### src/core/pcgs_pkg.sv
package pcgs_pkg;

  // ****************************************
  // register byte offsets
  // ****************************************
  localparam logic [11:0] PCGS_GATES_OFS  = 12'h008;
  localparam logic [11:0] PCGS_HEALTH_OFS = 12'h00c;
  localparam logic [11:0] PCGS_ISTAT_OFS  = 12'h010;
  localparam logic [11:0] PCGS_IMASK_OFS  = 12'h014;
  localparam logic [11:0] PCGS_UNLOCK_OFS = 12'h100;

  // ****************************************
  // field positions
  // ****************************************
  localparam int PCGS_WDOG_BIT  = 0;
  localparam int PCGS_RTC_BIT   = 1;
  localparam int PCGS_TMR0_BIT  = 2;
  localparam int PCGS_TMR3_BIT  = 5;
  localparam int PCGS_FDIV_BIT  = 6;
  localparam int PCGS_HXTL_BIT  = 0;
  localparam int PCGS_LXTL_BIT  = 1;
  localparam int PCGS_PLL_BIT   = 2;
  localparam int PCGS_SRC_BIT   = 3;
  localparam int PCGS_FRC_BIT   = 4;
  localparam int PCGS_FAIL_BIT  = 7;
  localparam int PCGS_IRQ_FAIL  = 0;
  localparam int PCGS_IRQ_PLL   = 1;

  // ****************************************
  // reset values and unlock keys
  // ****************************************
  localparam logic [6:1] PCGS_GATES_RST = 6'h00;
  localparam logic       PCGS_FAIL_RST  = 1'b0;
  localparam logic [1:0] PCGS_IRQ_RST   = 2'h0;
  localparam logic [7:0] PCGS_KEY1      = 8'h59;
  localparam logic [7:0] PCGS_KEY2      = 8'h16;
  localparam logic [7:0] PCGS_KEY3      = 8'h88;

  // protection sequence progress
  typedef enum logic [1:0] {
    PCGS_LOCKED = 2'b00,
    PCGS_SEEN1  = 2'b01,
    PCGS_SEEN2  = 2'b10,
    PCGS_OPEN   = 2'b11
  } pcgs_unlock_t;

endpackage

### src/core/pcgs_clock_gates.sv
// Register access over APB was chosen for this implementation.
`timescale 1ns/1ps
// Behaviour
// Gate bit 6 passes the frequency divider output clock when one and stops it when zero.
// Gate bits 5 to 2 each pass one timer clock, timer three at bit 5 and timer zero at bit 2.
// Gate bit 1 gates only the real-time-clock bus clock; the counting engine keeps running.
// The watchdog gate at bit 0 changes only after the key writes 59h, 16h, 88h in order.
// After reset the watchdog gate takes its value from bit 31 of the flash configuration word.
// Each system clock switch sets the failure flag if the target is unstable, else clears it.
// Writing one to the failure flag clears it, zero leaves it, and it is write-protected.
// Status bit 4 is one while the fast internal oscillator is stable.
// Status bit 3 is one while the slow internal oscillator is stable.
// Status bit 2 is one while the PLL output is stable.
// The health register exists only when the low-density build parameter is set.
// Status bit 1 is one while the low-speed crystal is stable.
// Status bit 0 is one while the high-speed crystal is stable.
// Every stability input passes a two-flop synchroniser before it is reported; switch_target_stable sets the failure flag with no synchroniser.
// Reserved bits of both registers read zero and ignore writes.
module pcgs_clock_gates
  import pcgs_pkg::*;
#(
  parameter bit LOW_DENSITY = 1'b1
) (
  input  wire logic        pclk,
  input  wire logic        presetn,
  input  wire logic        psel,
  input  wire logic        penable,
  input  wire logic        pwrite,
  input  wire logic [11:0] paddr,
  input  wire logic [31:0] pwdata,
  output logic      [31:0] prdata,
  output logic             pready,
  output logic             pslverr,
  input  wire logic        flash_cfg_watchdog_bit,
  input  wire logic        fast_rc_stable_in,
  input  wire logic        slow_rc_stable_in,
  input  wire logic        pll_locked_in,
  input  wire logic        low_crystal_stable_in,
  input  wire logic        high_crystal_stable_in,
  input  wire logic        clock_switch_pulse,
  input  wire logic        switch_target_stable,
  output logic             divider_output_gate,
  output logic             timer3_gate,
  output logic             timer2_gate,
  output logic             timer1_gate,
  output logic             timer0_gate,
  output logic             rtc_bus_gate,
  output logic             watchdog_gate,
  output logic             irq
);

  // ****************************************
  // declarations
  // ****************************************
  logic [6:1]   gates_r;
  logic [6:1]   gates_nxt;
  logic         wdog_r;
  logic         wdog_nxt;
  logic         wdog_loaded_r;
  logic         wdog_loaded_nxt;
  logic         fail_r;
  logic         fail_nxt;
  pcgs_unlock_t lock_r;
  pcgs_unlock_t lock_nxt;
  logic [1:0]   istat_r;
  logic [1:0]   istat_nxt;
  logic [1:0]   imask_r;
  logic [1:0]   imask_nxt;
  logic [31:0]  rdata_r;
  logic [31:0]  rdata_nxt;
  logic         err_r;
  logic         err_nxt;
  logic [4:0]   stb_meta_r;
  logic [4:0]   stb_sync_r;
  logic         pll_prev_r;
  logic         wr_en;
  logic         setup;
  logic         unlocked;
  logic         fail_event;
  logic         pll_lost;
  logic         mapped;
  logic [31:0]  health_view;
  logic [4:0]   stb_raw;

  // ****************************************
  // stability synchronisers
  // ****************************************

  // raw stability levels, packed in status bit order
  assign stb_raw = {fast_rc_stable_in, slow_rc_stable_in, pll_locked_in,
                    low_crystal_stable_in, high_crystal_stable_in};

  // two flops per level; the first feeds only the second
  always_ff @(posedge pclk or negedge presetn) begin
    if (!presetn) begin
      stb_meta_r <= 5'h00;
      stb_sync_r <= 5'h00;
      pll_prev_r <= 1'b0;
    end else begin
      stb_meta_r <= stb_raw;
      stb_sync_r <= stb_meta_r;
      pll_prev_r <= stb_sync_r[PCGS_PLL_BIT];
    end
  end

  // ****************************************
  // bus decode and events
  // ****************************************

  // access-phase write and setup-phase strobe
  assign wr_en    = psel & penable & pwrite;
  assign setup    = psel & ~penable;
  assign unlocked = (lock_r == PCGS_OPEN);
  assign pready   = 1'b1;
  assign prdata   = rdata_r;
  assign pslverr  = err_r;

  // switch failure and loss of pll lock raise interrupt events
  assign fail_event = LOW_DENSITY & clock_switch_pulse & ~switch_target_stable;
  assign pll_lost   = pll_prev_r & ~stb_sync_r[PCGS_PLL_BIT];

  // health register view, all zero when the variant lacks it
  always_comb begin
    health_view = 32'h0000_0000;
    if (LOW_DENSITY) begin
      health_view[PCGS_HXTL_BIT] = stb_sync_r[PCGS_HXTL_BIT];
      health_view[PCGS_LXTL_BIT] = stb_sync_r[PCGS_LXTL_BIT];
      health_view[PCGS_PLL_BIT]  = stb_sync_r[PCGS_PLL_BIT];
      health_view[PCGS_SRC_BIT]  = stb_sync_r[PCGS_SRC_BIT];
      health_view[PCGS_FRC_BIT]  = stb_sync_r[PCGS_FRC_BIT];
      health_view[PCGS_FAIL_BIT] = fail_r;
    end
  end

  // ****************************************
  // protection sequence
  // ****************************************

  // keys must arrive in order; any other write to the register relocks
  always_comb begin
    lock_nxt = lock_r;
    if (wr_en && paddr == PCGS_UNLOCK_OFS) begin
      case (lock_r)
        PCGS_LOCKED: begin
          lock_nxt = (pwdata[7:0] == PCGS_KEY1) ? PCGS_SEEN1 : PCGS_LOCKED;
        end
        PCGS_SEEN1: begin
          lock_nxt = (pwdata[7:0] == PCGS_KEY2) ? PCGS_SEEN2 : PCGS_LOCKED;
        end
        PCGS_SEEN2: begin
          lock_nxt = (pwdata[7:0] == PCGS_KEY3) ? PCGS_OPEN : PCGS_LOCKED;
        end
        default: begin
          lock_nxt = PCGS_LOCKED;
        end
      endcase
    end
  end

  always_ff @(posedge pclk or negedge presetn) begin
    if (!presetn) begin
      lock_r <= PCGS_LOCKED;
    end else begin
      lock_r <= lock_nxt;
    end
  end

  // ****************************************
  // gates, watchdog gate and failure flag
  // ****************************************

  // register next values
  always_comb begin
    gates_nxt       = gates_r;
    wdog_nxt        = wdog_r;
    wdog_loaded_nxt = 1'b1;
    fail_nxt        = fail_r;
    if (!wdog_loaded_r) begin
      wdog_nxt = flash_cfg_watchdog_bit;
    end else if (wr_en && paddr == PCGS_GATES_OFS && unlocked) begin
      wdog_nxt = pwdata[PCGS_WDOG_BIT];
    end
    if (wr_en && paddr == PCGS_GATES_OFS) begin
      gates_nxt = pwdata[6:1];
    end
    if (wr_en && paddr == PCGS_HEALTH_OFS && unlocked && pwdata[PCGS_FAIL_BIT]) begin
      fail_nxt = 1'b0;
    end
    if (clock_switch_pulse) begin
      fail_nxt = ~switch_target_stable;
    end
    if (!LOW_DENSITY) begin
      fail_nxt = PCGS_FAIL_RST;
    end
  end

  // reset loads constants; the flash bit is caught on the first edge after
  always_ff @(posedge pclk or negedge presetn) begin
    if (!presetn) begin
      gates_r       <= PCGS_GATES_RST;
      wdog_r        <= 1'b0;
      wdog_loaded_r <= 1'b0;
      fail_r        <= PCGS_FAIL_RST;
    end else begin
      gates_r       <= gates_nxt;
      wdog_r        <= wdog_nxt;
      wdog_loaded_r <= wdog_loaded_nxt;
      fail_r        <= fail_nxt;
    end
  end

  // gate levels towards the clock tree
  assign divider_output_gate = gates_r[PCGS_FDIV_BIT];
  assign timer3_gate         = gates_r[PCGS_TMR3_BIT];
  assign timer2_gate         = gates_r[PCGS_TMR0_BIT + 2];
  assign timer1_gate         = gates_r[PCGS_TMR0_BIT + 1];
  assign timer0_gate         = gates_r[PCGS_TMR0_BIT];
  assign rtc_bus_gate        = gates_r[PCGS_RTC_BIT];
  assign watchdog_gate       = wdog_r;

  // ****************************************
  // interrupt status and mask
  // ****************************************

  // sticky bits, write one to clear; a new event wins over the clear
  always_comb begin
    istat_nxt = istat_r;
    imask_nxt = imask_r;
    if (wr_en && paddr == PCGS_ISTAT_OFS) begin
      istat_nxt = istat_r & ~pwdata[1:0];
    end
    if (wr_en && paddr == PCGS_IMASK_OFS) begin
      imask_nxt = pwdata[1:0];
    end
    if (fail_event) begin
      istat_nxt[PCGS_IRQ_FAIL] = 1'b1;
    end
    if (pll_lost) begin
      istat_nxt[PCGS_IRQ_PLL] = 1'b1;
    end
  end

  always_ff @(posedge pclk or negedge presetn) begin
    if (!presetn) begin
      istat_r <= PCGS_IRQ_RST;
      imask_r <= PCGS_IRQ_RST;
    end else begin
      istat_r <= istat_nxt;
      imask_r <= imask_nxt;
    end
  end

  // level interrupt while any unmasked bit is set
  assign irq = |(istat_r & imask_r);

  // ****************************************
  // read data path
  // ****************************************

  // read data and error are captured in the setup cycle
  always_comb begin
    rdata_nxt = rdata_r;
    err_nxt   = err_r;
    mapped    = 1'b1;
    if (setup) begin
      rdata_nxt = 32'h0000_0000;
      case (paddr)
        PCGS_GATES_OFS: begin
          rdata_nxt[6:1]           = gates_r;
          rdata_nxt[PCGS_WDOG_BIT] = wdog_r;
        end
        PCGS_HEALTH_OFS: begin
          rdata_nxt = health_view;
        end
        PCGS_ISTAT_OFS: begin
          rdata_nxt[1:0] = istat_r;
        end
        PCGS_IMASK_OFS: begin
          rdata_nxt[1:0] = imask_r;
        end
        PCGS_UNLOCK_OFS: begin
          rdata_nxt[0] = unlocked;
        end
        default: begin
          mapped = 1'b0;
        end
      endcase
      err_nxt = ~mapped;
    end
  end

  always_ff @(posedge pclk or negedge presetn) begin
    if (!presetn) begin
      rdata_r <= 32'h0000_0000;
      err_r   <= 1'b0;
    end else begin
      rdata_r <= rdata_nxt;
      err_r   <= err_nxt;
    end
  end

endmodule

### config.mk
export PLATFORM = sky130hd
export DESIGN_NAME = pcgs_clock_gates
export DESIGN_NICKNAME = d
export VERILOG_FILES = /design/src/core/pcgs_pkg.sv /design/src/core/pcgs_clock_gates.sv
export SDC_FILE = /design/constraint.sdc
export NUM_CORES = 1
export LEC_CHECK = 0
export ABC_AREA = 0
export BUFFER_PORTS_ARGS = -buffer_cell sky130_fd_sc_hd__clkbuf_2
export CORE_MARGIN = 2
export CORE_UTILIZATION = 41
export CTS_BUF_LIST = sky130_fd_sc_hd__clkbuf_4
export CTS_CLUSTER_DIAMETER = 40
export DETAILED_ROUTE_END_ITERATION = 8
export GPL_ROUTABILITY_DRIVEN = 0
export PLACE_DENSITY_LB_ADDON = 0.25
export RECOVER_POWER = 50
export SYNTH_ARGS = -nofsm -noshare
export SYNTH_HDL_FRONTEND = slang
export SYNTH_SLANG_ARGS = --single-unit
### constraint.sdc
create_clock -name pclk -period 1.72 [get_ports pclk]
set_clock_uncertainty 0.15 [all_clocks]
set_input_delay 0 -clock pclk [delete_from_list [all_inputs] [get_ports pclk]]
set_output_delay 0 -clock pclk [all_outputs]
set_load 0.01 [all_outputs]
* Yosys cells after proc, flatten, opt, wreduce, memory -nomap -nowiden
Cells that the tools add are included.
Operators by class: equality and inequality tests 12, muxes and demuxes 17, reductions and logical operators 14, bitwise gates (word level) 12
Operator list (number):
- equality test 12 x 4 -> 1 bit (second input constant) | 2
- equality test 12 x 5 -> 1 bit (second input constant) | 2
- equality test 12 x 9 -> 1 bit (second input constant) | 1
- 2-to-1 mux 1 bit | 10
- one-hot mux 5 bit (2 select lines) | 1
- equality test 8 x 5 -> 1 bit (second input constant) | 1
- equality test 8 x 7 -> 1 bit (second input constant) | 1
- equality test 8 bit (second input constant) | 1
- logical AND 1 bit | 8
- 2-to-1 mux 2 bit | 3
- one-hot mux 2 bit (3 select lines) | 1
- nonzero test 2 bit | 3
- bitwise AND 1 bit | 5
- one-hot mux 1 bit (5 select lines) | 1
- OR reduction 5 bit | 1
- bitwise AND 2 bit | 2
- equality test 2 bit (second input constant) | 2
- inverter 1 bit | 4
- one-hot mux 1 bit (4 select lines) | 1
- equality test 2 x 1 -> 1 bit (second input constant) | 1
- zero test 2 bit | 1
- inequality test 2 x 1 -> 1 bit (second input constant) | 1
- inverter 2 bit | 1
- OR reduction 2 bit | 1
Storage, ports and cells: register bits 59, word-level logic and storage cells 68, bits of input ports 57

* Logic depth before layout (Yosys ltp)
Gate-level depths: netlist of the first run.
depth after elaboration 7, depth in mapped cells 5, mapped depth without buffers 4

* Least setup slack after synthesis of the first run
No wires, ideal clock.
path type flip-flop to flip-flop, start point register lock_r[0], end point register lock_r[1], path slack 0.112 ns, cell stages (with the launch flop) 5, arrival time 1.393 ns, library setup time 0.065 ns, path buffers 0, data required time 1.505 ns, period minus slack after synthesis 1.608 ns, cells stage by stage dfrtp_1 or4b_1 a2bb2oi_1 nor4_1 mux2_2
On the way: word-level cells in the longest chain between the ends 2, elaborated cells on any way between the ends 4, those cells by class eq/ne (2); mux (1); reduce/logical (1)
RTL lines:
- start, declared | line pcgs_clock_gates.sv:63 | pcgs_unlock_t lock_r;
- start signal, assigned | line pcgs_clock_gates.sv:164 | lock_r <= lock_nxt;
- equality test 2 bit, or another cell as far along | line pcgs_clock_gates.sv:143 | case (lock_r)
- one-hot mux 2 bit (3 select lines) (*) | line pcgs_clock_gates.sv:143
Mark *: on every way between the ends. The rest lies on a longest branch, timed or not. A chain may end at the register's enable or synchronous reset.

* Worst setup path in the final report of the first run
Ends and elaborated chain as after synthesis.

==> results of run 1 <==
[repair_timing]
action / in CTS / in global routing
endpoints found under the hold margin: 58 / 0
hold buffers: 27 / 0
gates resized for setup: 0 / 4
setup endpoints to repair: 0 / 6
[through the flow]
step | utilization (%) | instances | hold WS [ps] | power (µW) | cell area (µm²)
2_1_floorplan | - | 182 | -446 | 986 | 1860
3_5_place_dp | 49.2 | 259 | -91.4 | 1040 | 2010
6_report | 56.8 | 291 | -49.2 | 1530 | 2320
5_1_grt | 56.8 | 291 | 20.2 | 1590 | 2320
3_3_place_gp | 49.2 | 259 | -91.0 | 1040 | 2010
4_1_cts | 57.2 | 294 | -0.256 | 1540 | 2340
[metal layers]
layer | share of wire [%] | GRT usage, %
met5 | 0 | 0
met4 | 2.6 | 8.33
met3 | 6.5 | 3.34
met2 | 48 | 27.8
met1 | 43 | 20.4
[Yosys cell counts]
cell type,number
dfrtp_1,35
buf_4,25
nand2_1,14
o21ai_0,9
mux2_2,7
mux2i_1,7
nand3_1,6
nor2_1,6
nor3b_1,4
a22o_1,3
and4b_1,3
a21oi_1,2
conb_1,2
inv_1,2
mux2_4,2
nor4_1,2
nor4_4,2
o22ai_1,2
o2bb2ai_1,2
or3_1,2
a211oi_1,1
a2bb2oi_1,1
a31oi_1,1
and3_1,1
buf_2,1
clkbuf_1,1
clkbuf_2,1
mux2_1,1
nand2_2,1
nand2b_1,1
nand3b_1,1
nand4_1,1
nand4b_1,1
nor2b_1,1
nor3_4,1
nor4b_1,1
o21a_1,1
o31a_2,1
or3_4,1
or3b_1,1
or4b_1,1
[cells by family (layout without fill, tap and decap cells)]
family,Yosys count,count (layout),share of synthesized area [%]
other cells,2,26,0.424
mux,17,17,10.8
buf+inv,30,89,11.8
compound gates,23,23,8.56
simple gates,51,51,19.0
flops,35,35,49.5
[sequential cells by signal, indices dropped and copies added (netlist names)]
register / cells
fail_r: 1
gates_r: 6
imask_r: 2
istat_r: 2
lock_r: 2
pll_prev_r: 1
prdata: 8
pslverr: 1
stb_meta_r: 5
stb_sync_r: 5
watchdog_gate: 1
wdog_loaded_r: 1
[worst reg2reg max path: stages (launching register included)]
cell and delay (ps):
dfrtp_1 400, or4b_4 540, a2bb2oi_1 140, nor4_1 170, mux2_2 190
[final cells by class]
type | count | area [µm²]
clock buffers | 6 | 45.0
fillers | 384 | 1760
repair buffers | 79 | 528
clock inverters | 2 | 12.5
inverters | 2 | 7.51
multi-input cells | 117 | 790
flip-flops and latches | 35 | 877
well taps | 50 | 62.6
[power groups by stage]
stage          clock [µW]  sequential (µW)  combinational [µW]
2_1_floorplan           0              869                 117
3_3_place_gp            0              869                 169
3_5_place_dp            0              869                 169
4_1_cts               474              853                 215
5_1_grt               499              856                 231
6_report              472              853                 210
[worst min-delay path by stage]
stage | end | cells past startpoint
CTS | istat_r[1]$_DFFE_PN0P_ | 5
detailed placement | stb_meta_r[4]$_DFF_PN0_ | 2
finish | fail_r$_DFFE_PN0P_ | 4
global route | watchdog_gate$_DFFE_PN0P_ | 5
floorplan | fail_r$_DFFE_PN0P_ | 0
global placement | stb_meta_r[4]$_DFF_PN0_ | 2
==> results.md, run 1 <==
- Status: complete, but fails checks
- Failing checks: negative hold slack
- Gr usage total: between 15 and 20%
- Area growth syn-to-layout: 31.3%
- DIE AREA: roughly 4900 µm²
- Nets: 297
- Fraction of layout cells with a size suffix above 1: about a third
- Int Pwr: roughly 1100 µW
- Number of synthesized register bits: 35
- Drt first pass iters: 4
- Mapped Cells: 158
- Count of different cell masters after synthesis: 41
- Worst hold path type: in -> reg
- Mapped cell area: 1770 µm²
- Vias: around 1.4k
- Antenna-violating nets left: 0
- Area leader, netlist: dfrtp_1
- Final worst-path cycle share: roughly 95%
- R2R Setup Slk: approximately 80 ps
- FF-to-FF End: lock_r[1]$_DFFE_PN0P_
- CP Capture Point: lock_r[1]$_DFFE_PN0P_
- Crit path kind: reg -> reg
- Buffer and inverter count on the worst path: 0
- Critical Path Start: lock_r[0]$_DFFE_PN0P_
- DP HPWL: ~2800 µm
- Worst setup EP type: flop
- Crit-path max FO: 2
- CP arrival: 1780 ps
- Reg-to-Reg Start: lock_r[0]$_DFFE_PN0P_
- Post-CTS Repair Setup Buffers: 0
- Grt total ovfl: 0
- CP peak stage delay: between 500 and 600 ps
- Residual DRC: 0
- TritonCTS sink count: 35
- Switch Pwr: ~420 µW
- Sequential fraction of the synthesis area: about half
- # port buffers: just under 50
- Max Cap Viol: 0
- Most frequent cells in the layout: clkbuf_2, dfrtp_1, conb_1
- Starting Density: approximately 43%
- Pre-CTS setup slack: between 50 and 60 ps
- Area of the core: between 4000 and 5000 µm²
- FF-to-FF path depth: 4
- # IOs: 99
- Hold Slack: -49.2 ps
- Die W: 69.7 µm
- N_diodes: 0
- Final hold violation count: 7
- Worst setup margin: between 70 and 80 ps
- Max Buffers Root-to-Sink: 2
- Hold path startpoint: pwdata[7]
- CP max-delay cell: or4b_4
- Leading cell type in the layout, fill and taps excluded: clkbuf_2
- Via density: between 4 and 5
- H-tree levels: 2
- Syn Area/Cell: ~11 µm²
- First-pass GRT wire length: about 6400 µm
- Fmax: around 600 MHz
- Die Y: approximately 70 µm
- Vias in the first global route: around 1.4k
- Cell Chain, Critical Path: or4b_4 > a2bb2oi_1 > nor4_1 > mux2_2
- Final Max Tran Viols: 0
- Seq pwr share: 55.6%
- CTS tree: yes
- Synth warn: 0
- Initial antenna violation count: 0
- Final setup viols: 0
- Cell row count: 23
- Synth top area cells: dfrtp_1, buf_4, mux2_2
- Worst-case vdd ir drop: approximately 0.47 mV
- Final min period: around 1600 ps
- Post-Route Setup TNS: 0 ps
- Least-Margin Pin Slew: 843 ps
- Post-Route WL: between 3000 and 4000 µm
- Top cell type's share of synthesized area: between 40% and 50%
- Clock Power Share: 30.7%
- WL per Instance: ~13 µm
- CP top delay family: simple AND/OR/NAND/NOR gates
- Clk_lat worst skew: 350 ps
- Clk root buf: clkbuf_4
- Comb pwr share: 13.7%
- Total CTS buffers: 5
- Critical Path RT: ~1900 ps
- Clock slew at the register clock pins of the worst setup and hold paths: between 100 and 150 ps
- RSZ-0062 raised after global routing: no
- Worst Setup Start Kind: flop
- Initial detailed-routing violation count: 93
- Crit path depth: 4
- Largest net degree at the start of global routing: 36
- Pwr dens: 661 nW/µm²
- Net Sw Frac: around 28%
- Slew headroom: between 40% and 50%
- Leakage: 0.00113 µW
Power figures use the tool's default switching activity.
==> run 2: changes to the inputs <==
Settings changed: BUFFER_PORTS_ARGS -buffer_cell sky130_fd_sc_hd__clkbuf_2 to unset, CORE_UTILIZATION 41 to 59, DONT_BUFFER_PORTS set to 1.
==> run 2 against run 1 <==
Compared with the run above: the run ends with design-rule violations, negative hold slack left; combinational power is 26% lower; global-route usage is 10 points higher; non-clock buffer count is 32 lower; fmax is 4.2% lower; critical path depth stayed put; flip-flop and latch count stayed put; critical path type unchanged.
==> results.md, run 2 (synthesis results as in run 1) <==
- Status: complete, but fails checks
- Failing checks: design-rule violations, negative hold slack
- Final Max Tran Viols: 0
- Post-Route WL: approximately 4200 µm
- TritonCTS sink count: 35
- Leading cell type in the layout, fill and taps excluded: dlygate4sd3_1
- WL per Instance: about 17 µm
- Final hold violation count: 5
- Area growth syn-to-layout: 24.5%
- Crit path kind: reg -> reg
- Buffer and inverter count on the worst path: 0
- Die Y: 58.8 µm
- Final min period: between 1500 and 2000 ps
- Clk_lat worst skew: ~340 ps
- RSZ-0062 raised after global routing: yes
- CP peak stage delay: about 560 ps
- Starting Density: ~63%
- Residual DRC: 8
- Pre-CTS setup slack: 54.7 ps
- Seq pwr share: between 50% and 60%
- Crit path depth: 4
- DP HPWL: 2400 µm
- Hold_buf cts: 41
- # IOs: 99
- Via density: about 6
- Worst setup EP type: flop
- Fillers: approximately 170
- N_diodes: 0
- Critical Path Start: lock_r[0]$_DFFE_PN0P_
- Vias: about 1.4k
- Worst-case vdd ir drop: roughly 0.66 mV
- Hold path startpoint: paddr[4]
- Hold Slack: -296 ps
- Initial antenna violation count: 0
- Fraction of layout cells with a size suffix above 1: around 15%
- Antenna-violating nets left: 0
- Total CTS buffers: 5
- Cell Chain, Critical Path: or4b_1 > a2bb2oi_1 > nor4_1 > mux2_2
- Pwr dens: roughly 670 nW/µm²
- Critical Path RT: 1850 ps
- Slew headroom: approximately 44%
- Final setup viols: 0
- Max Cap Viol: 0
- Area of the core: between 2000 and 3000 µm²
- CP max-delay cell: or4b_1
- Crit-path max FO: 2
- Comb pwr share: approximately a tenth
- Die W: roughly 59 µm
- Initial detailed-routing violation count: between 60 and 70
- # port buffers: 0
- Vias in the first global route: about 1.4k
- Leakage: roughly 0.00099 µW
- Switch Pwr: about 380 µW
- Gr usage total: roughly 27%
- DIE AREA: approximately 3500 µm²
- Worst setup margin: around 6.9 ps
- Most frequent cells in the layout: dlygate4sd3_1, dfrtp_1, conb_1
- Clk root buf: clkbuf_4
- Least-Margin Pin Slew: roughly 840 ps
- Worst Setup Start Kind: flop
- Nets: approximately 270
- Clock slew at the register clock pins of the worst setup and hold paths: about 120 ps
- Grt total ovfl: 0
- Max Buffers Root-to-Sink: 2
- Net Sw Frac: between 20% and 30%
- Int Pwr: roughly 1100 µW
- Worst hold path type: in -> reg
- CP top delay family: simple AND/OR/NAND/NOR gates
- Fmax: ~580 MHz
- Drt first pass iters: 6
- CP arrival: around 1900 ps
- Cell row count: 19
- Max FFs per register: 8
- FF-to-FF path depth: 4
- Reg-to-Reg Start: lock_r[0]$_DFFE_PN0P_
- H-tree levels: 2
- Clock Power Share: between 30% and 40%
- Pwr Total: 1480 µW
- First-pass GRT wire length: slightly below 7000 µm
- CTS tree: yes
- Final worst-path cycle share: 99.6%
- Largest net degree at the start of global routing: 36
- Worst hold stages: 2
run 2: cell count changes in the layout (fill, tap and decap cells not counted), sizes merged:
cell / previous run / this run
buf: 5 / 7
clkbuf: 56 / 7
dlygate4sd3: 24 / 39
run 2: layer usage:
layer  track usage, %  routed length [µm]
met1             32.1                1550
met2             43.7                2120
met3             9.89                 417
met4             10.7                 102
met5                0                   0
run 2: layout make-up:
type | count | area, µm² | share of cell area (%)
repair buffers | 47 | 448 | 20.3
multi-input cells | 117 | 774 | 35.2
clock buffers | 6 | 45.0 | 2.04
inverters | 2 | 7.51 | 0.341
clock inverters | 2 | 12.5 | 0.568
well taps | 31 | 38.8 | 1.76
flip-flops and latches | 35 | 877 | 39.8
run 2: worst paths after layout:
path,end,slack [ps]
min in group asynchronous,gates_r[1]$_DFFE_PN0P_,670
worst min-delay path,prdata[0]$_DFFE_PN0P_,-300
worst min register to register,stb_sync_r[4]$_DFF_PN0_,210
worst max register to register,lock_r[1]$_DFFE_PN0P_,7
worst max-delay path,lock_r[1]$_DFFE_PN0P_,7
max in group asynchronous,lock_r[1]$_DFFE_PN0P_,170
run 2: per-stage QoR:
stage | setup TNS, ps | instance area, µm² | util, % | cells
5_1_grt | -112 | 2200 | 78.5 | 240
3_3_place_gp | 0 | 1710 | 61.0 | 187
3_5_place_dp | 0 | 1710 | 61.0 | 187
4_1_cts | 0 | 2190 | 78.1 | 236
6_report | 0 | 2200 | 78.5 | 240
2_1_floorplan | 0 | 1860 | - | 182
run 2: power groups by stage:
stage / clock network, µW / registers [µW] / logic (µW)
floorplan: 0 / 869 / 117
global placement: 0 / 871 / 75.8
detailed placement: 0 / 872 / 77.1
CTS: 464 / 856 / 157
global route: 508 / 859 / 174
finish: 462 / 857 / 156
run 2: repair_timing:
item	CTS	global route
buffers inserted	0	5
endpoints found under the setup margin	0	4
gates resized for setup	0	2
endpoints found under the hold margin	63	4
